### config.mk
export PLATFORM = sky130hd
export DESIGN_NAME = pllc_top
export DESIGN_NICKNAME = d
export VERILOG_FILES = /design/src/hw/pllc_pkg.sv /design/src/hw/pllc_top.sv
export VERILOG_INCLUDE_DIRS = /design/src /design/src/hw
export SDC_FILE = /design/constraint.sdc
export NUM_CORES = 1
export LEC_CHECK = 0
export BUFFER_PORTS_ARGS = -buffer_cell sky130_fd_sc_hd__buf_2
export CORE_UTILIZATION = 56
export DETAILED_ROUTE_END_ITERATION = 16
export GPL_TIMING_DRIVEN = 0
export HOLD_SLACK_MARGIN = 0.08
export PLACE_DENSITY = 0.77
export SYNTH_ARGS = -nofsm -noshare
export SYNTH_HDL_FRONTEND = slang
export SYNTH_SLANG_ARGS = --single-unit
### constraint.sdc
create_clock -name mclk -period 6.9 [get_ports mclk]
set_input_delay 0.69 -clock mclk [delete_from_list [all_inputs] [get_ports mclk]]
set_output_delay 0.69 -clock mclk [all_outputs]
set_load 0.01 [all_outputs]
### src/hw/pllc_defines.svh
// Constants for the PLL and reference clock configuration block.
// Assumes inclusion by its bare name from hw/ and tb/, with hw/ on the include path.
`ifndef PLLC_DEFINES_SVH
`define PLLC_DEFINES_SVH

// ****************************************************************
// Register byte addresses
// ****************************************************************
`define PLLC_ADDR_PLL_CFG  8'h00
`define PLLC_ADDR_STATUS   8'h04
`define PLLC_ADDR_RATIO    8'h08
`define PLLC_ADDR_TIMER    8'h0c
`define PLLC_ADDR_PORT_SEL 8'h10
`define PLLC_ADDR_BLK_BASE 8'h20

// ****************************************************************
// Field positions
// ****************************************************************
`define PLLC_IN_DIV_LSB   0
`define PLLC_FEEDBACK_LSB 8
`define PLLC_POST_DIV_LSB 24
`define PLLC_BLK_SRC_BIT  0
`define PLLC_BLK_DRV_BIT  1
`define PLLC_BLK_DIV_LSB  8
`define PLLC_STAT_BOOT_BIT 2
`define PLLC_RATIO_DEN_LSB 16

// ****************************************************************
// Strap settings: post divider / feedback / input divider
// ****************************************************************
`define PLLC_S00_POST 3'h1
`define PLLC_S00_FB   12'h07a
`define PLLC_S11_POST 3'h2
`define PLLC_S11_FB   12'h077
`define PLLC_S10_POST 3'h2
`define PLLC_S10_FB   12'h031
`define PLLC_S01_POST 3'h2
`define PLLC_S01_FB   12'h017
`define PLLC_S_IN_DIV 6'h00

// ****************************************************************
// Timing
// ****************************************************************
`define PLLC_MCLK_NS      50
`define PLLC_REF_TICK_NS  10
`define PLLC_BOOT_WAIT_NS 15000
`define PLLC_BOOT_CYCLES  ((`PLLC_BOOT_WAIT_NS + `PLLC_MCLK_NS - 1) / `PLLC_MCLK_NS)
`define PLLC_TICKS_PER_CLK (`PLLC_MCLK_NS / `PLLC_REF_TICK_NS)

`endif

### src/hw/pllc_pkg.sv
// Types shared by the PLL and reference clock configuration block.
// Assumes nothing of its surroundings.
`default_nettype none
package pllc_pkg;
   // Boot sequencing states, Gray coded along the path
   typedef enum logic [1:0] {
      PLLC_ST_STRAP = 2'b00,
      PLLC_ST_WAIT  = 2'b01,
      PLLC_ST_RUN   = 2'b11
   } pllc_state_t;
   // Clock block source choice
   typedef enum logic {
      PLLC_SRC_REF = 1'b0,
      PLLC_SRC_EXT = 1'b1
   } pllc_src_t;
endpackage
`default_nettype wire

### src/hw/pllc_top.sv
// PLL ratio configuration, reference timer, clock blocks and port clock selection.
// Assumes all inputs synchronous to mclk and straps static around reset release.
`include "pllc_defines.svh"
`default_nettype none
module pllc_top #(
   parameter int NUM_BLK = 4,
   parameter int NUM_PORT = 8,
   parameter int BOOT_CYCLES = `PLLC_BOOT_CYCLES
) (
   input wire logic mclk,
   input wire logic rstn,
   input wire logic ce,
   // Mode straps
   input wire logic ratio_strap_low,
   input wire logic ratio_strap_high,
   // Register port
   input wire logic [7:0] reg_addr,
   input wire logic [31:0] reg_wdata,
   input wire logic reg_wr,
   input wire logic reg_rd,
   output logic [31:0] reg_rdata,
   // PLL settings presented to the analog PLL
   output logic [2:0] post_divider,
   output logic [11:0] pll_feedback,
   output logic [5:0] pll_in_div,
   output logic pll_settings_valid,
   // Boot release once the start-up interval has run
   output logic boot_go,
   // Reference timer in 10ns ticks
   output logic [31:0] ref_timer,
   // Clock block pins: input, output, enable (low drives)
   input wire logic [NUM_BLK-1:0] blk_pin_in,
   output logic [NUM_BLK-1:0] blk_pin_out,
   output logic [NUM_BLK-1:0] blk_pin_oe_n,
   // Clock seen by each port
   output logic [NUM_PORT-1:0] port_clk
);
   import pllc_pkg::*;

   localparam int SELW = $clog2(NUM_BLK);

   // ****************************************************************
   // Functions
   // ****************************************************************
   // Denominator of the tile ratio: 2 * (R+1) * (OD+1)
   function automatic logic [10:0] ratio_den(input logic [5:0] r, input logic [2:0] od);
      logic [10:0] a;
      logic [10:0] b;
      a = {5'h00, r} + 11'h001;
      b = {8'h00, od} + 11'h001;
      ratio_den = 11'((a * b) << 1);
   endfunction

   // Exact byte address hit test, used for every register
   function automatic logic hit(input logic [7:0] a, input logic [7:0] base);
      hit = (a == base);
   endfunction

   // ****************************************************************
   // State
   // ****************************************************************
   pllc_state_t state_q;                        // Boot sequencing state
   logic [1:0] strap_q;                         // Straps caught at release
   logic sw_written_q;                          // Software has rewritten dividers
   logic [15:0] boot_cnt_q;                     // Start-up interval counter
   logic [2:0] post_q;                          // Post divider in force
   logic [11:0] fb_q;                           // Feedback value in force
   logic [5:0] indiv_q;                         // Input divider in force
   logic valid_q;                               // Settings loaded
   logic boot_q;                                // Boot released
   logic [12:0] num_q;                          // Ratio numerator F+1
   logic [10:0] den_q;                          // Ratio denominator
   logic [31:0] timer_q;                        // Reference timer
   logic [31:0] rdata_q;                        // Read data, one cycle late
   logic [NUM_BLK-1:0] blk_src_q;               // Block source: 1 = pin
   logic [NUM_BLK-1:0] blk_drv_q;               // Block drives its pin
   logic [7:0] blk_div_q [NUM_BLK];             // Reference divide count
   logic [7:0] blk_cnt_q [NUM_BLK];             // Divider running count
   logic [NUM_BLK-1:0] blk_gen_q;               // Generated block clocks
   logic [NUM_BLK-1:0] pin_out_q;               // Pin drive copy
   logic [NUM_BLK-1:0] pin_oe_n_q;              // Pin enable, low drives
   logic [SELW-1:0] port_sel_q [NUM_PORT];      // Block feeding each port
   logic [NUM_PORT-1:0] port_clk_q;             // Port clocks
   logic pll_wr;                                // Divider register write

   assign pll_wr = reg_wr && hit(reg_addr, `PLLC_ADDR_PLL_CFG);

   // ****************************************************************
   // Strap capture and boot sequencing
   // ****************************************************************
   // Catch the straps on the first enabled edge after release, then count
   // out the start-up interval; the longest interval is used so boot is
   // never earlier than the slowest oscillator case needs.
   always_ff @(posedge mclk or negedge rstn) begin
      if (!rstn) begin
         state_q <= PLLC_ST_STRAP;
         strap_q <= 2'h0;
         boot_cnt_q <= 16'h0000;
         boot_q <= 1'b0;
      end else if (ce) begin
         unique case (state_q)
            PLLC_ST_STRAP: begin
               strap_q <= {ratio_strap_high, ratio_strap_low};
               state_q <= PLLC_ST_WAIT;
            end
            PLLC_ST_WAIT: begin
               if (boot_cnt_q == 16'(BOOT_CYCLES - 1)) begin
                  boot_q <= 1'b1;
                  state_q <= PLLC_ST_RUN;
               end else begin
                  boot_cnt_q <= boot_cnt_q + 16'h0001;
               end
            end
            PLLC_ST_RUN: begin
               // Stay booted until the next reset
               boot_q <= 1'b1;
            end
            default: begin
               // Illegal code recovers through capture
               state_q <= PLLC_ST_STRAP;
            end
         endcase
      end
   end

   // ****************************************************************
   // PLL divider values
   // ****************************************************************
   // Straps set the dividers until software writes; a write in the capture
   // cycle wins so software is never overridden. Field widths bound each
   // value to its legal range; the VCO window is software's duty.
   always_ff @(posedge mclk or negedge rstn) begin
      if (!rstn) begin
         post_q <= `PLLC_S00_POST;
         fb_q <= `PLLC_S00_FB;
         indiv_q <= `PLLC_S_IN_DIV;
         sw_written_q <= 1'b0;
         valid_q <= 1'b0;
      end else if (ce) begin
         if (pll_wr) begin
            post_q <= reg_wdata[`PLLC_POST_DIV_LSB +: 3];
            fb_q <= reg_wdata[`PLLC_FEEDBACK_LSB +: 12];
            indiv_q <= reg_wdata[`PLLC_IN_DIV_LSB +: 6];
            sw_written_q <= 1'b1;
            valid_q <= 1'b1;
         end else if (state_q == PLLC_ST_STRAP && !sw_written_q) begin
            valid_q <= 1'b1;
            indiv_q <= `PLLC_S_IN_DIV;
            unique case ({ratio_strap_high, ratio_strap_low})
               2'b00: begin
                  post_q <= `PLLC_S00_POST;
                  fb_q <= `PLLC_S00_FB;
               end
               2'b11: begin
                  post_q <= `PLLC_S11_POST;
                  fb_q <= `PLLC_S11_FB;
               end
               2'b10: begin
                  post_q <= `PLLC_S10_POST;
                  fb_q <= `PLLC_S10_FB;
               end
               2'b01: begin
                  post_q <= `PLLC_S01_POST;
                  fb_q <= `PLLC_S01_FB;
               end
            endcase
         end
      end
   end

   // ****************************************************************
   // Tile ratio
   // ****************************************************************
   // Tile clock = oscillator * num / den, shown to software as two fields of one word
   always_ff @(posedge mclk or negedge rstn) begin
      if (!rstn) begin
         num_q <= 13'h0001;
         den_q <= 11'h002;
      end else if (ce) begin
         num_q <= {1'b0, fb_q} + 13'h0001;
         den_q <= ratio_den(indiv_q, post_q);
      end
   end

   // ****************************************************************
   // Reference timer
   // ****************************************************************
   // Counts reference ticks; several ticks pass per system clock, so the
   // timer steps by that many each cycle and stays true to 10ns.
   always_ff @(posedge mclk or negedge rstn) begin
      if (!rstn) begin
         timer_q <= 32'h0000_0000;
      end else if (ce) begin
         timer_q <= timer_q + 32'(`PLLC_TICKS_PER_CLK);
      end
   end

   // ****************************************************************
   // Clock blocks
   // ****************************************************************
   // Configuration of each block; reset puts every block on the reference
   always_ff @(posedge mclk or negedge rstn) begin
      if (!rstn) begin
         blk_src_q <= '0;
         blk_drv_q <= '0;
         for (int i = 0; i < NUM_BLK; i++) begin
            blk_div_q[i] <= 8'h00;
         end
      end else if (ce && reg_wr) begin
         for (int i = 0; i < NUM_BLK; i++) begin
            if (hit(reg_addr, 8'(`PLLC_ADDR_BLK_BASE + 4 * i))) begin
               blk_src_q[i] <= reg_wdata[`PLLC_BLK_SRC_BIT];
               blk_drv_q[i] <= reg_wdata[`PLLC_BLK_DRV_BIT];
               blk_div_q[i] <= reg_wdata[`PLLC_BLK_DIV_LSB +: 8];
            end
         end
      end
   end

   // Generated clock: the pin level, or the reference divided down.
   // A divide count of n toggles every n+1 enabled mclk cycles.
   always_ff @(posedge mclk or negedge rstn) begin
      if (!rstn) begin
         blk_gen_q <= '0;
         for (int i = 0; i < NUM_BLK; i++) begin
            blk_cnt_q[i] <= 8'h00;
         end
      end else if (ce) begin
         for (int i = 0; i < NUM_BLK; i++) begin
            if (pllc_src_t'(blk_src_q[i]) == PLLC_SRC_EXT) begin
               blk_gen_q[i] <= blk_pin_in[i];
               blk_cnt_q[i] <= 8'h00;
            end else if (blk_cnt_q[i] >= blk_div_q[i]) begin
               blk_gen_q[i] <= ~blk_gen_q[i];
               blk_cnt_q[i] <= 8'h00;
            end else begin
               blk_cnt_q[i] <= blk_cnt_q[i] + 8'h01;
            end
         end
      end
   end

   // Drive a block's clock onto its pin when asked
   always_ff @(posedge mclk or negedge rstn) begin
      if (!rstn) begin
         pin_out_q <= '0;
         pin_oe_n_q <= '1;
      end else if (ce) begin
         pin_out_q <= blk_gen_q;
         pin_oe_n_q <= ~blk_drv_q;
      end
   end

   // ****************************************************************
   // Port attachment
   // ****************************************************************
   // Which block clocks each port; reset attaches all to block 0
   always_ff @(posedge mclk or negedge rstn) begin
      if (!rstn) begin
         for (int p = 0; p < NUM_PORT; p++) begin
            port_sel_q[p] <= '0;
         end
      end else if (ce && reg_wr && hit(reg_addr, `PLLC_ADDR_PORT_SEL)) begin
         for (int p = 0; p < NUM_PORT; p++) begin
            port_sel_q[p] <= reg_wdata[4 * p +: SELW];
         end
      end
   end

   // Port clocks follow their block one cycle later
   always_ff @(posedge mclk or negedge rstn) begin
      if (!rstn) begin
         port_clk_q <= '0;
      end else if (ce) begin
         for (int p = 0; p < NUM_PORT; p++) begin
            port_clk_q[p] <= blk_gen_q[port_sel_q[p]];
         end
      end
   end

   // ****************************************************************
   // Register reads
   // ****************************************************************
   // Read data stands the cycle after the strobe only; unmapped reads 0
   always_ff @(posedge mclk or negedge rstn) begin
      if (!rstn) begin
         rdata_q <= 32'h0000_0000;
      end else if (ce) begin
         rdata_q <= 32'h0000_0000;
         if (reg_rd) begin
            if (hit(reg_addr, `PLLC_ADDR_PLL_CFG)) begin
               rdata_q[`PLLC_POST_DIV_LSB +: 3] <= post_q;
               rdata_q[`PLLC_FEEDBACK_LSB +: 12] <= fb_q;
               rdata_q[`PLLC_IN_DIV_LSB +: 6] <= indiv_q;
            end
            if (hit(reg_addr, `PLLC_ADDR_STATUS)) begin
               rdata_q[1:0] <= strap_q;
               rdata_q[`PLLC_STAT_BOOT_BIT] <= boot_q;
               rdata_q[3] <= sw_written_q;
            end
            if (hit(reg_addr, `PLLC_ADDR_RATIO)) begin
               rdata_q[12:0] <= num_q;
               rdata_q[`PLLC_RATIO_DEN_LSB +: 11] <= den_q;
            end
            if (hit(reg_addr, `PLLC_ADDR_TIMER)) begin
               rdata_q <= timer_q;
            end
            if (hit(reg_addr, `PLLC_ADDR_PORT_SEL)) begin
               for (int p = 0; p < NUM_PORT; p++) begin
                  rdata_q[4 * p +: SELW] <= port_sel_q[p];
               end
            end
            for (int i = 0; i < NUM_BLK; i++) begin
               if (hit(reg_addr, 8'(`PLLC_ADDR_BLK_BASE + 4 * i))) begin
                  rdata_q[`PLLC_BLK_SRC_BIT] <= blk_src_q[i];
                  rdata_q[`PLLC_BLK_DRV_BIT] <= blk_drv_q[i];
                  rdata_q[`PLLC_BLK_DIV_LSB +: 8] <= blk_div_q[i];
               end
            end
         end
      end
   end

   // ****************************************************************
   // Outputs
   // ****************************************************************

   assign post_divider = post_q;
   assign pll_feedback = fb_q;
   assign pll_in_div = indiv_q;
   assign pll_settings_valid = valid_q;
   assign boot_go = boot_q;
   assign ref_timer = timer_q;
   assign reg_rdata = rdata_q;
   assign blk_pin_out = pin_out_q;
   assign blk_pin_oe_n = pin_oe_n_q;
   assign port_clk = port_clk_q;

endmodule
`default_nettype wire

Yosys cells after proc, flatten, opt, wreduce, memory -nomap -nowiden
Index checks and enable logic that the tools add are counted.
{"block": "totals", "regBits": 239, "inputBits": 51, "output_inout_bits": 103, "wordCells": 187}
{"block": "op_classes", "addsub": 9, "mul": 1, "order_cmp": 12, "eq_ne": 15, "n_mux": 70, "n_bitwise": 7, "n_reduce_logical": 29}
{"cell": "$mux W8", "n": 12}
{"cell": "$mux W32", "n": 2}
{"cell": "$pmux W12 S4", "n": 1}
{"cell": "$mux W12", "n": 3}
{"cell": "$add A32 B3 Y32 const B", "n": 1}
{"cell": "$add A8 B1 Y8 const B", "n": 4}
{"cell": "$eq A8 B6 Y1 const B", "n": 4}
{"cell": "$ge A8 B8 Y1", "n": 4}
{"cell": "$mux W2", "n": 13}
{"cell": "$lt A2 B3 Y1 const B", "n": 8}
{"cell": "$reduce_and A2 Y1", "n": 11}
{"cell": "$mux W1", "n": 19}
{"cell": "$mux W6", "n": 3}
{"cell": "$add A16 B1 Y16 const B", "n": 1}
{"cell": "$bmux W1 S2", "n": 8}
{"cell": "$eq A16 B9 Y1 const B", "n": 1}
{"cell": "$eq A8 B4 Y1 const B", "n": 2}
{"cell": "$add A12 B1 Y13 const B", "n": 1}
{"cell": "$mux W13", "n": 1}
{"cell": "$reduce_bool A2 Y1", "n": 6}
{"cell": "$mux W11", "n": 1}
{"cell": "$mul A7 B4 Y10", "n": 1}
{"cell": "$mux W3", "n": 3}
{"cell": "$reduce_and A3 Y1", "n": 3}
{"cell": "other kinds (18)", "n": 30}

Longest topological paths before layout
Gate-level depths: netlist (run 1).
{"block": "depth", "ltp_word": 11, "depth_mapped": 14}

Least setup slack after synthesis (run 1)
No wires, ideal clock.
{"block": "synth_timing", "kind": "register -> register", "startpoint": "register post_q[0] (netlist: post_divider[0])", "endpoint": "register den_q[9]", "setup_time_ps": 71, "arrival_time_ps": 3704, "required_ps": 6829, "slack_ps": 3125, "stages_incl_launch_ff": 13, "n_path_buf": 1, "cell_sequence": "dfstp_2 -> clkbuf_1 -> nand3_1 -> or2_2 -> fa_1 -> inv_1 -> fa_1 -> fa_1 -> a21o_1 -> a21o_1 -> a21oi_1 -> or4b_2 -> nand4_1"}
{"block": "synth_via", "elab_chain_len": 2}
{"item": "start: declaration", "line_no": "pllc_top.sv:66", "source": "logic [2:0] post_q;"}
{"item": "start signal: assignment", "line_no": "pllc_top.sv:134", "source": "post_q <= `PLLC_S00_POST;"}
{"item": "start signal: assignment", "line_no": "pllc_top.sv:141", "source": "post_q <= reg_wdata[`PLLC_POST_DIV_LSB +: 3];"}
{"item": "start signal: assignment", "line_no": "pllc_top.sv:151", "source": "post_q <= `PLLC_S00_POST;"}
{"item": "$add A3 B1 Y4", "line_no": "pllc_top.sv:50", "source": "b = {8'h00, od} + 11'h001;"}
{"item": "$mul A7 B4 Y10", "line_no": "pllc_top.sv:51", "source": "ratio_den = 11'((a * b) << 1);"}
{"item": "end signal: assignment", "line_no": "pllc_top.sv:181", "source": "den_q <= ratio_den(indiv_q, post_q);"}
{"item": "end: declaration", "line_no": "pllc_top.sv:72", "source": "logic [10:0] den_q;"}
No other way between the ends.
A chain may end at the register's enable or synchronous reset.

Worst setup path in the final report (run 1)
{"block": "layout_timing", "startpoint": "register post_q[0] (netlist: post_divider[0])", "endpoint": "register den_q[10]"}
The elaborated chain is that of the path after synthesis.

==> flow_metrics.env, run 1 <==
export IMPL_wl_microns=40700
export IMPL_ant_nets=0
export IMPL_critPathLaunchType="register"
export IMPL_first_iter_violations=1135
export IMPL_crit_path_max_fanout=10
export IMPL_r2r_cells=12
export IMPL_design_area_sq_um=15100
export IMPL_cts_tree="built"
export IMPL_r2r_end="den_q[10]"
export IMPL_port_buffers=146
export IMPL_areaGrowthSynthToFinish_pct=16.4
export IMPL_synth_edff_count=0
export IMPL_grt_pass1_vias=10700
export IMPL_dr_pass1_iters=5
export IMPL_grt_antenna_before_repair=0
export IMPL_seq_area_frac_synth_pct=46.1
export IMPL_synthArstFlopShare_pct=100
export IMPL_setup_viol=0
export IMPL_core_area_sq_um=22700
export IMPL_dieArea_sq_um=23800
export IMPL_r2r_setup_slack_ns=2.62
export IMPL_path_clk_slew_ns=0.06
export IMPL_ys_types=75
export IMPL_cp_top_family="adder cells"
export IMPL_route_vias_total=11100
export IMPL_hold_buffers=0
export IMPL_die_w_microns=154
export IMPL_syn_cell_area_sq_um=13000
export IMPL_grt_max_degree=121
export IMPL_cp_cell_sequence="clkbuf_1 -> nand3_1 -> or2_2 -> fa_1 -> inv_1 -> fa_1 -> ha_1 -> a21oi_1 -> o211ai_1 -> o41a_1 -> xnor2_1 -> a21oi_1"
export IMPL_status="complete, no violations"
export IMPL_via_per_inst=6.40
export IMPL_critPathMaxStageDelay_ns=0.61
export IMPL_track_usage_pct=34.6
export IMPL_hold_viol=0
export IMPL_grt_ovfl_total=0
export IMPL_critical_path_slowest_cell="fa_1"
export IMPL_cts_made_buffers=27
export IMPL_syn_num_nets=1376
export IMPL_cts_setup_buffers=0
export IMPL_crit_path_end_kind="register"
export IMPL_hold_ws_ns=0.249
export IMPL_initial_core_util_pct=57.3
export IMPL_path_class="reg -> reg"
export IMPL_dpl_instance_area_sq_um=14100
export IMPL_clockBufferDepth=3
export IMPL_place_gp_congestion=1.01
export IMPL_clock_latency_ns=0.54
export IMPL_cts_max_level=1
export IMPL_wl_per_cell_microns=23.4
export IMPL_worst_ep_required_time_ns=7.26
export IMPL_crit_buf_inv=2
export IMPL_drv_slew=0
export IMPL_cap_violations=0
export IMPL_hpwlAfterDp_microns=29700
export IMPL_fin_ws_ns=2.62
export IMPL_postSynthCellCount=1257
export IMPL_avgSynthCellArea_sq_um=10.3
export IMPL_slew_headroom_pct=30.2
export IMPL_fin_setup_tns_ns=0
export IMPL_final_period_utilization_pct=62.1
export IMPL_postLayoutCoreUtil_pct=66.7
export IMPL_worstPathArrival_ns=4.65
export IMPL_yosys_warnings=0
export IMPL_r2r_start="post_divider[0]"
export IMPL_diodes=0
export IMPL_dp_slack_ns=2.65
export IMPL_cts_resized=0
export IMPL_root_buffer="clkbuf_16"
export IMPL_layout_drive_gt1_share_pct=21.6
export IMPL_worst_slew_pin_slew_ns=1.04
export IMPL_skew_ns=0.0136
export IMPL_boundaryPins=154
export IMPL_fmax_ghz=0.234
export IMPL_min_period_ns=4.28
export IMPL_die_y_microns=154
export IMPL_min_path_type="in -> async"
export IMPL_synth_flop_cell="dfrtp_1"
export IMPL_fin_nets=1552
export IMPL_rsz0062_at_grt="false"
export IMPL_drcViolationCount=0
export IMPL_cts_sink_count=239
export IMPL_vdd_drop_max_mv=0.201
export IMPL_p_leak_nw=7.25
export IMPL_power_density_nw_per_um2=267
export IMPL_rows=55
export IMPL_grt_first_pass_wirelength_microns=62500
export IMPL_ys_seq_elements=239
layout make-up:
class,count,area (sq um)
Multi-Input combinational cell,896,6520
Tap cell,285,357
Fill cell,1806,7570
Timing Repair Buffer,147,768
Buffer,61,255
Inverter,61,229
Sequential cell,239,6000
Clock buffer,31,731
Clock inverter,17,280
power breakdown:
group	total (W)	leakage [nW]	internal, W	switching [W]
Sequential	0.00174	3.10	0.00156	0.000180
Combinational	0.000686	3.67	0.000289	0.000397
Clock	0.00162	0.482	0.00102	0.000603
Total	0.00405	7.25	0.00287	0.00118
per-layer routing:
layer,track usage (%),part of all wire [%],vias to the layer above
li1,-,-,4873
met1,47.9,41,5512
met2,54.6,45,629
met3,7.14,10,111
met4,11.8,3.5,0
met5,0,0,-
synth_stat cells (all sizes together) (6+ instances only):
| cell | instances | area share [%] |
|---|---|---|
| dfrtp | 227 | 44 |
| nand2 | 130 | 3.8 |
| nor2 | 80 | 2.4 |
| mux2 | 69 | 6.3 |
| a21oi | 63 | 2.4 |
| inv | 61 | 1.8 |
| ha | 58 | 5.6 |
| o21ai | 57 | 2.2 |
| nand3 | 52 | 2.1 |
| xnor2 | 48 | 3.2 |
| clkbuf | 37 | 1.1 |
| xor2 | 36 | 2.4 |
| buf | 24 | 0.89 |
| o2bb2ai | 24 | 1.6 |
| and3 | 23 | 1.1 |
| a22oi | 22 | 1.3 |
| nor3 | 21 | 1.1 |
| nand4 | 20 | 0.96 |
| nand2b | 17 | 0.82 |
| a211oi | 14 | 0.81 |
| dfstp | 12 | 2.4 |
| fa | 10 | 1.5 |
| mux2i | 9 | 0.69 |
| mux4 | 9 | 1.6 |
| o221ai | 9 | 0.61 |
| a31oi | 8 | 0.38 |
| o31ai | 8 | 0.46 |
| a21o | 7 | 0.40 |
| a221oi | 7 | 0.47 |
| or2 | 6 | 0.29 |
how the worst max path moves through the flow:
stage                               start      endpoint  slack (ns)  cells after the start
after floorplan           post_divider[0]      den_q[9]        3.13                     12
after global placement               rstn  blk_cnt_q[9]        0.95                      1
after detailed placement  post_divider[0]     den_q[10]        2.65                     12
after CTS                 post_divider[0]     den_q[10]        2.63                     12
after global routing      post_divider[0]     den_q[10]        2.38                     12
final                     post_divider[0]     den_q[10]        2.62                     12
sequential cells by signal, summed over array words and instances, names as in the netlist:
signal and count:
pll_in_div 6, boot_cnt_q 16, blk_drv_q 4, post_divider 3
blk_pin_out 4, num_q 13, blk_pin_oe_n 4, port_sel_q 16
port_clk 8, blk_gen_q 4, pll_feedback 12, blk_div_q 32
ref_timer 32, state_q 2, sw_written_q 1, reg_rdata 32
blk_src_q 4, pll_settings_valid 1, blk_cnt_q 32, den_q 10
boot_go 1, strap_q 2
worst register-to-register path, cell delays in order, from the launching register on:
cell and delay [ns]:
dfstp_2 0.57, clkbuf_1 0.41, nand3_1 0.33, or2_2 0.38, fa_1 0.54, inv_1 0.06, fa_1 0.61, ha_1 0.25
a21oi_1 0.20, o211ai_1 0.16, o41a_1 0.34, xnor2_1 0.19, a21oi_1 0.10
placed cells by master (no fill, tap or decap), types with 8 or more instances in the layout:
master / n
buf_1: 13
and3_1: 23
mux2i_1: 9
nand3_1: 51
clkbuf_16: 27
xor2_1: 36
a22oi_1: 22
o31ai_1: 8
o2bb2ai_1: 24
fa_1: 10
mux2_4: 10
dfstp_2: 12
mux4_2: 9
xnor2_1: 48
nand2_1: 130
a31oi_1: 8
nand2b_1: 17
clkbuf_1: 37
inv_1: 61
ha_1: 58
nand4_1: 20
dfrtp_1: 227
nor3_1: 16
a211oi_1: 14
o21ai_0: 55
o221ai_1: 9
buf_2: 154
mux2_2: 59
nor2_1: 79
a21oi_1: 63
kinds of logic after synthesis:
kind of cell	share of synthesized area (%)
buffers and inverters	3.72
muxes	8.52
and+or+nand+nor	15.2
adders and majority gates	7.12
DFF	46.1
AOI/OAI and AO/OA	13.6
xor gates and xnor gates	5.66
stage by stage:
stage / power (W) / std cells
2_1_floorplan: 0.00213 / 1257
3_3_place_gp: 0.00240 / 1688
3_5_place_dp: 0.00243 / 1689
4_1_cts: 0.00404 / 1737
5_1_grt: 0.00418 / 1737
6_report: 0.00405 / 1737
(Power assumes the default switching activity.)
==> inputs of run 2 (changes only) <==
--- a/config.mk
+++ b/config.mk
@@ -6,6 +6,7 @@
 export SDC_FILE = /design/constraint.sdc
 export NUM_CORES = 1
 export LEC_CHECK = 0
+export ABC_AREA = 1
 export BUFFER_PORTS_ARGS = -buffer_cell sky130_fd_sc_hd__buf_2
 export CORE_UTILIZATION = 56
 export DETAILED_ROUTE_END_ITERATION = 16
==> constraint.sdc (replaced) <==
create_clock -name mclk -period 4 [get_ports mclk]
set_input_delay 0.4 -clock mclk [delete_from_list [all_inputs] [get_ports mclk]]
set_output_delay 0.4 -clock mclk [all_outputs]
set_load 0.01 [all_outputs]
==> run 2 against run 1 <==
Clock power rose by 50%. Combinational power rose by 45%. Largest power group unchanged. Count of clock-buffer cells in the layout rose by 6. Register-to-register slack got worse by 2.3 ns. Critical path type unchanged. Maximum frequency rose by 15%. Total power rose by 55%. Clock skew rose by 0.0030 ns.
==> flow_metrics.env, run 2 <==
export IMPL_path_class="reg -> reg"
export IMPL_die_w_microns=155
export IMPL_crit_path_max_fanout=7
export IMPL_boundaryPins=154
export IMPL_wl_per_cell_microns=18.3
export IMPL_ys_types=42
export IMPL_synth_edff_count=0
export IMPL_postSynthCellCount=1601
export IMPL_grt_max_degree=86
export IMPL_route_vias_total=12000
export IMPL_hold_viol=0
export IMPL_avgSynthCellArea_sq_um=8.16
export IMPL_track_usage_pct=32.9
export IMPL_worst_ep_required_time_ns=4.36
export IMPL_grt_pass1_vias=11200
export IMPL_hpwlAfterDp_microns=28700
export IMPL_drcViolationCount=0
export IMPL_synth_flop_cell="dfrtp_1"
export IMPL_areaGrowthSynthToFinish_pct=15.8
export IMPL_port_buffers=146
export IMPL_final_period_utilization_pct=92.7
export IMPL_post_synth_top_area_cell="dfrtp_1"
export IMPL_postLayoutCoreUtil_pct=66.4
export IMPL_worst_slew_pin_slew_ns=0.894
export IMPL_rows=55
export IMPL_syn_cell_area_sq_um=13100
export IMPL_syn_num_nets=1720
export IMPL_die_y_microns=155
export IMPL_root_buffer="clkbuf_16"
export IMPL_crit_path_end_kind="register"
export IMPL_path_clk_slew_ns=0.06
export IMPL_cts_setup_buffers=0
export IMPL_fmax_ghz=0.270
export IMPL_wl_microns=38600
export IMPL_clock_latency_ns=0.54
export IMPL_grt_antenna_before_repair=1
export IMPL_cts_tree="built"
export IMPL_ys_seq_elements=239
export IMPL_slew_headroom_pct=40.4
export IMPL_worstPathArrival_ns=4.07
export IMPL_layout_drive_gt1_share_pct=14.5
export IMPL_first_iter_violations=1245
export IMPL_hold_ws_ns=0.111
export IMPL_drv_slew=0
export IMPL_rsz0062_at_grt="false"
export IMPL_synth_common_cells="nand2_1 (383), dfrtp_1 (227), inv_1 (198)"
export IMPL_min_period_ns=3.71
export IMPL_ant_nets=0
export IMPL_p_leak_nw=7.60
export IMPL_power_density_nw_per_um2=415
export IMPL_seq_area_frac_synth_pct=45.9
export IMPL_status="complete, no violations"
export IMPL_yosys_warnings=0
export IMPL_yosysMostFrequentCell="nand2_1"
export IMPL_vdd_drop_max_mv=0.413
export IMPL_place_gp_congestion=0.945
export IMPL_cap_violations=0
export IMPL_dpl_instance_area_sq_um=14200
export IMPL_synthArstFlopShare_pct=100
export IMPL_initial_core_util_pct=57.3
export IMPL_dieArea_sq_um=23900
export IMPL_synth_area_top_cells="dfrtp_1 (43%), nand2_1 (11%), o21ai_0 (6.5%)"
export IMPL_cts_made_buffers=26
export IMPL_fin_nets=1897
export IMPL_dr_pass1_iters=5
export IMPL_design_area_sq_um=15100
export IMPL_critPathLaunchType="register"
export IMPL_grt_ovfl_total=0
export IMPL_cts_sink_count=239
export IMPL_synth_top_cell_area_share_pct=43.5
export IMPL_skew_ns=0.0166
export IMPL_core_area_sq_um=22800
export IMPL_final_common_cell="nand2_1"
export IMPL_setup_viol=0
export IMPL_grt_first_pass_wirelength_microns=60600
export IMPL_via_per_inst=5.71
export IMPL_min_path_type="in -> reg"
export IMPL_final_cell_mix="nand2_1 (383), dfrtp_1 (227), inv_1 (198)"
export IMPL_clockBufferDepth=3
export IMPL_cts_max_level=1
==> run 2: cell types whose count changed after synthesis, sizes merged, moves of 13 or more <==
cell	delta
nand2	+261
nor3	+13
clkbuf	-13
inv	+143
mux2	-68
nor2	+48
a211oi	-14
o21ai	+118
xnor2	-37
o2bb2ai	-24
nand2b	-17
a22oi	-22
xor2	+24
and3	-23
==> run 2: worst paths after layout <==
check,from,endpoint,slack (ns),cells after the start
setup / recovery,pll_in_div[0],den_q[8],0.29,16
setup reg to reg,pll_in_div[0],den_q[8],0.29,16
hold / removal,reg_wdata[26],post_divider[2],0.11,3
min in group asynchronous,rstn,den_q[7],0.45,2
hold reg to reg,pll_settings_valid,pll_settings_valid,0.47,1
max in group asynchronous,rstn,blk_pin_oe_n[0],2.73,3
==> run 2: layout make-up <==
cell class	instances	area (sq um)
multi-input combinational	1102	6050
fill	1898	7650
timing repair buffer	149	806
buffer	52	244
antenna	1	2.50
clock inverter	9	101
clock buffer	37	763
inverter	208	781
tap	313	392
sequential	239	6000
==> run 2: cell families (layout without fill, tap and decap cells) <==
| logic type | count (synthesis) | after routing | share of synthesized area, % |
|---|---|---|---|
| multiplexers | 1 | 1 | 0.0862 |
| flip-flops | 239 | 239 | 45.9 |
| AND/OR/NAND/NOR | 657 | 657 | 21.4 |
| buffers and inverters | 260 | 455 | 7.84 |
| other | 0 | 1 | 0 |
| adder cells (fa/ha/maj) | 68 | 68 | 7.09 |
| XOR/XNOR | 71 | 71 | 4.76 |
| AO/OA/AOI/OAI | 305 | 305 | 13.0 |
==> run 2: repair_timing <==
action	4_1_cts	5_1_grt
resized for setup	0	1
endpoints found under the setup margin	0	1
hold buffers	1	0
endpoints found under the hold margin	71	0
==> run 2: power by group <==
group	total (W)	leakage [nW]	switching, W	internal, W
combinational	0.000995	4.13	0.000648	0.000348
clock	0.00243	0.427	0.000981	0.00145
sequential	0.00285	3.04	0.000230	0.00262
==> run 2: metrics by stage <==
step	setup TNS, ns	total power [W]	cells	worst slack (ns)
finish	0	0.00628	2110	0.292
global route	0	0.00653	2109	0.0549
CTS	0	0.00628	2109	0.190
detailed placement	0	0.00386	2062	0.178
global placement	-382.60	0.00382	2060	-1.69
floorplan	0	0.00343	1601	0.545
==> run 2: metal layers <==
metal | part of all wire, % | track usage [%] | up-vias
met2 | 45 | 51.9 | 651
met4 | 4.6 | 14.8 | 0
met5 | 0 | 0 | -
met1 | 41 | 45.0 | 5677
met3 | 9.3 | 4.99 | 115
li1 | - | - | 5600
==> run 2: worst max-delay path, stage by stage (launching register included) <==
cell     delay, ns
dfrtp_1       0.54
inv_1         0.16
o31ai_1       0.44
nand2_1       0.19
nor2_1        0.16
fa_1          0.43
inv_1         0.09
fa_1          0.38
inv_1         0.07
ha_1          0.27
a21oi_1       0.14
nand2_1       0.10
nand2_1       0.09
nand2_1       0.06
a21oi_1       0.15
xor2_1        0.16
o21ai_0       0.09
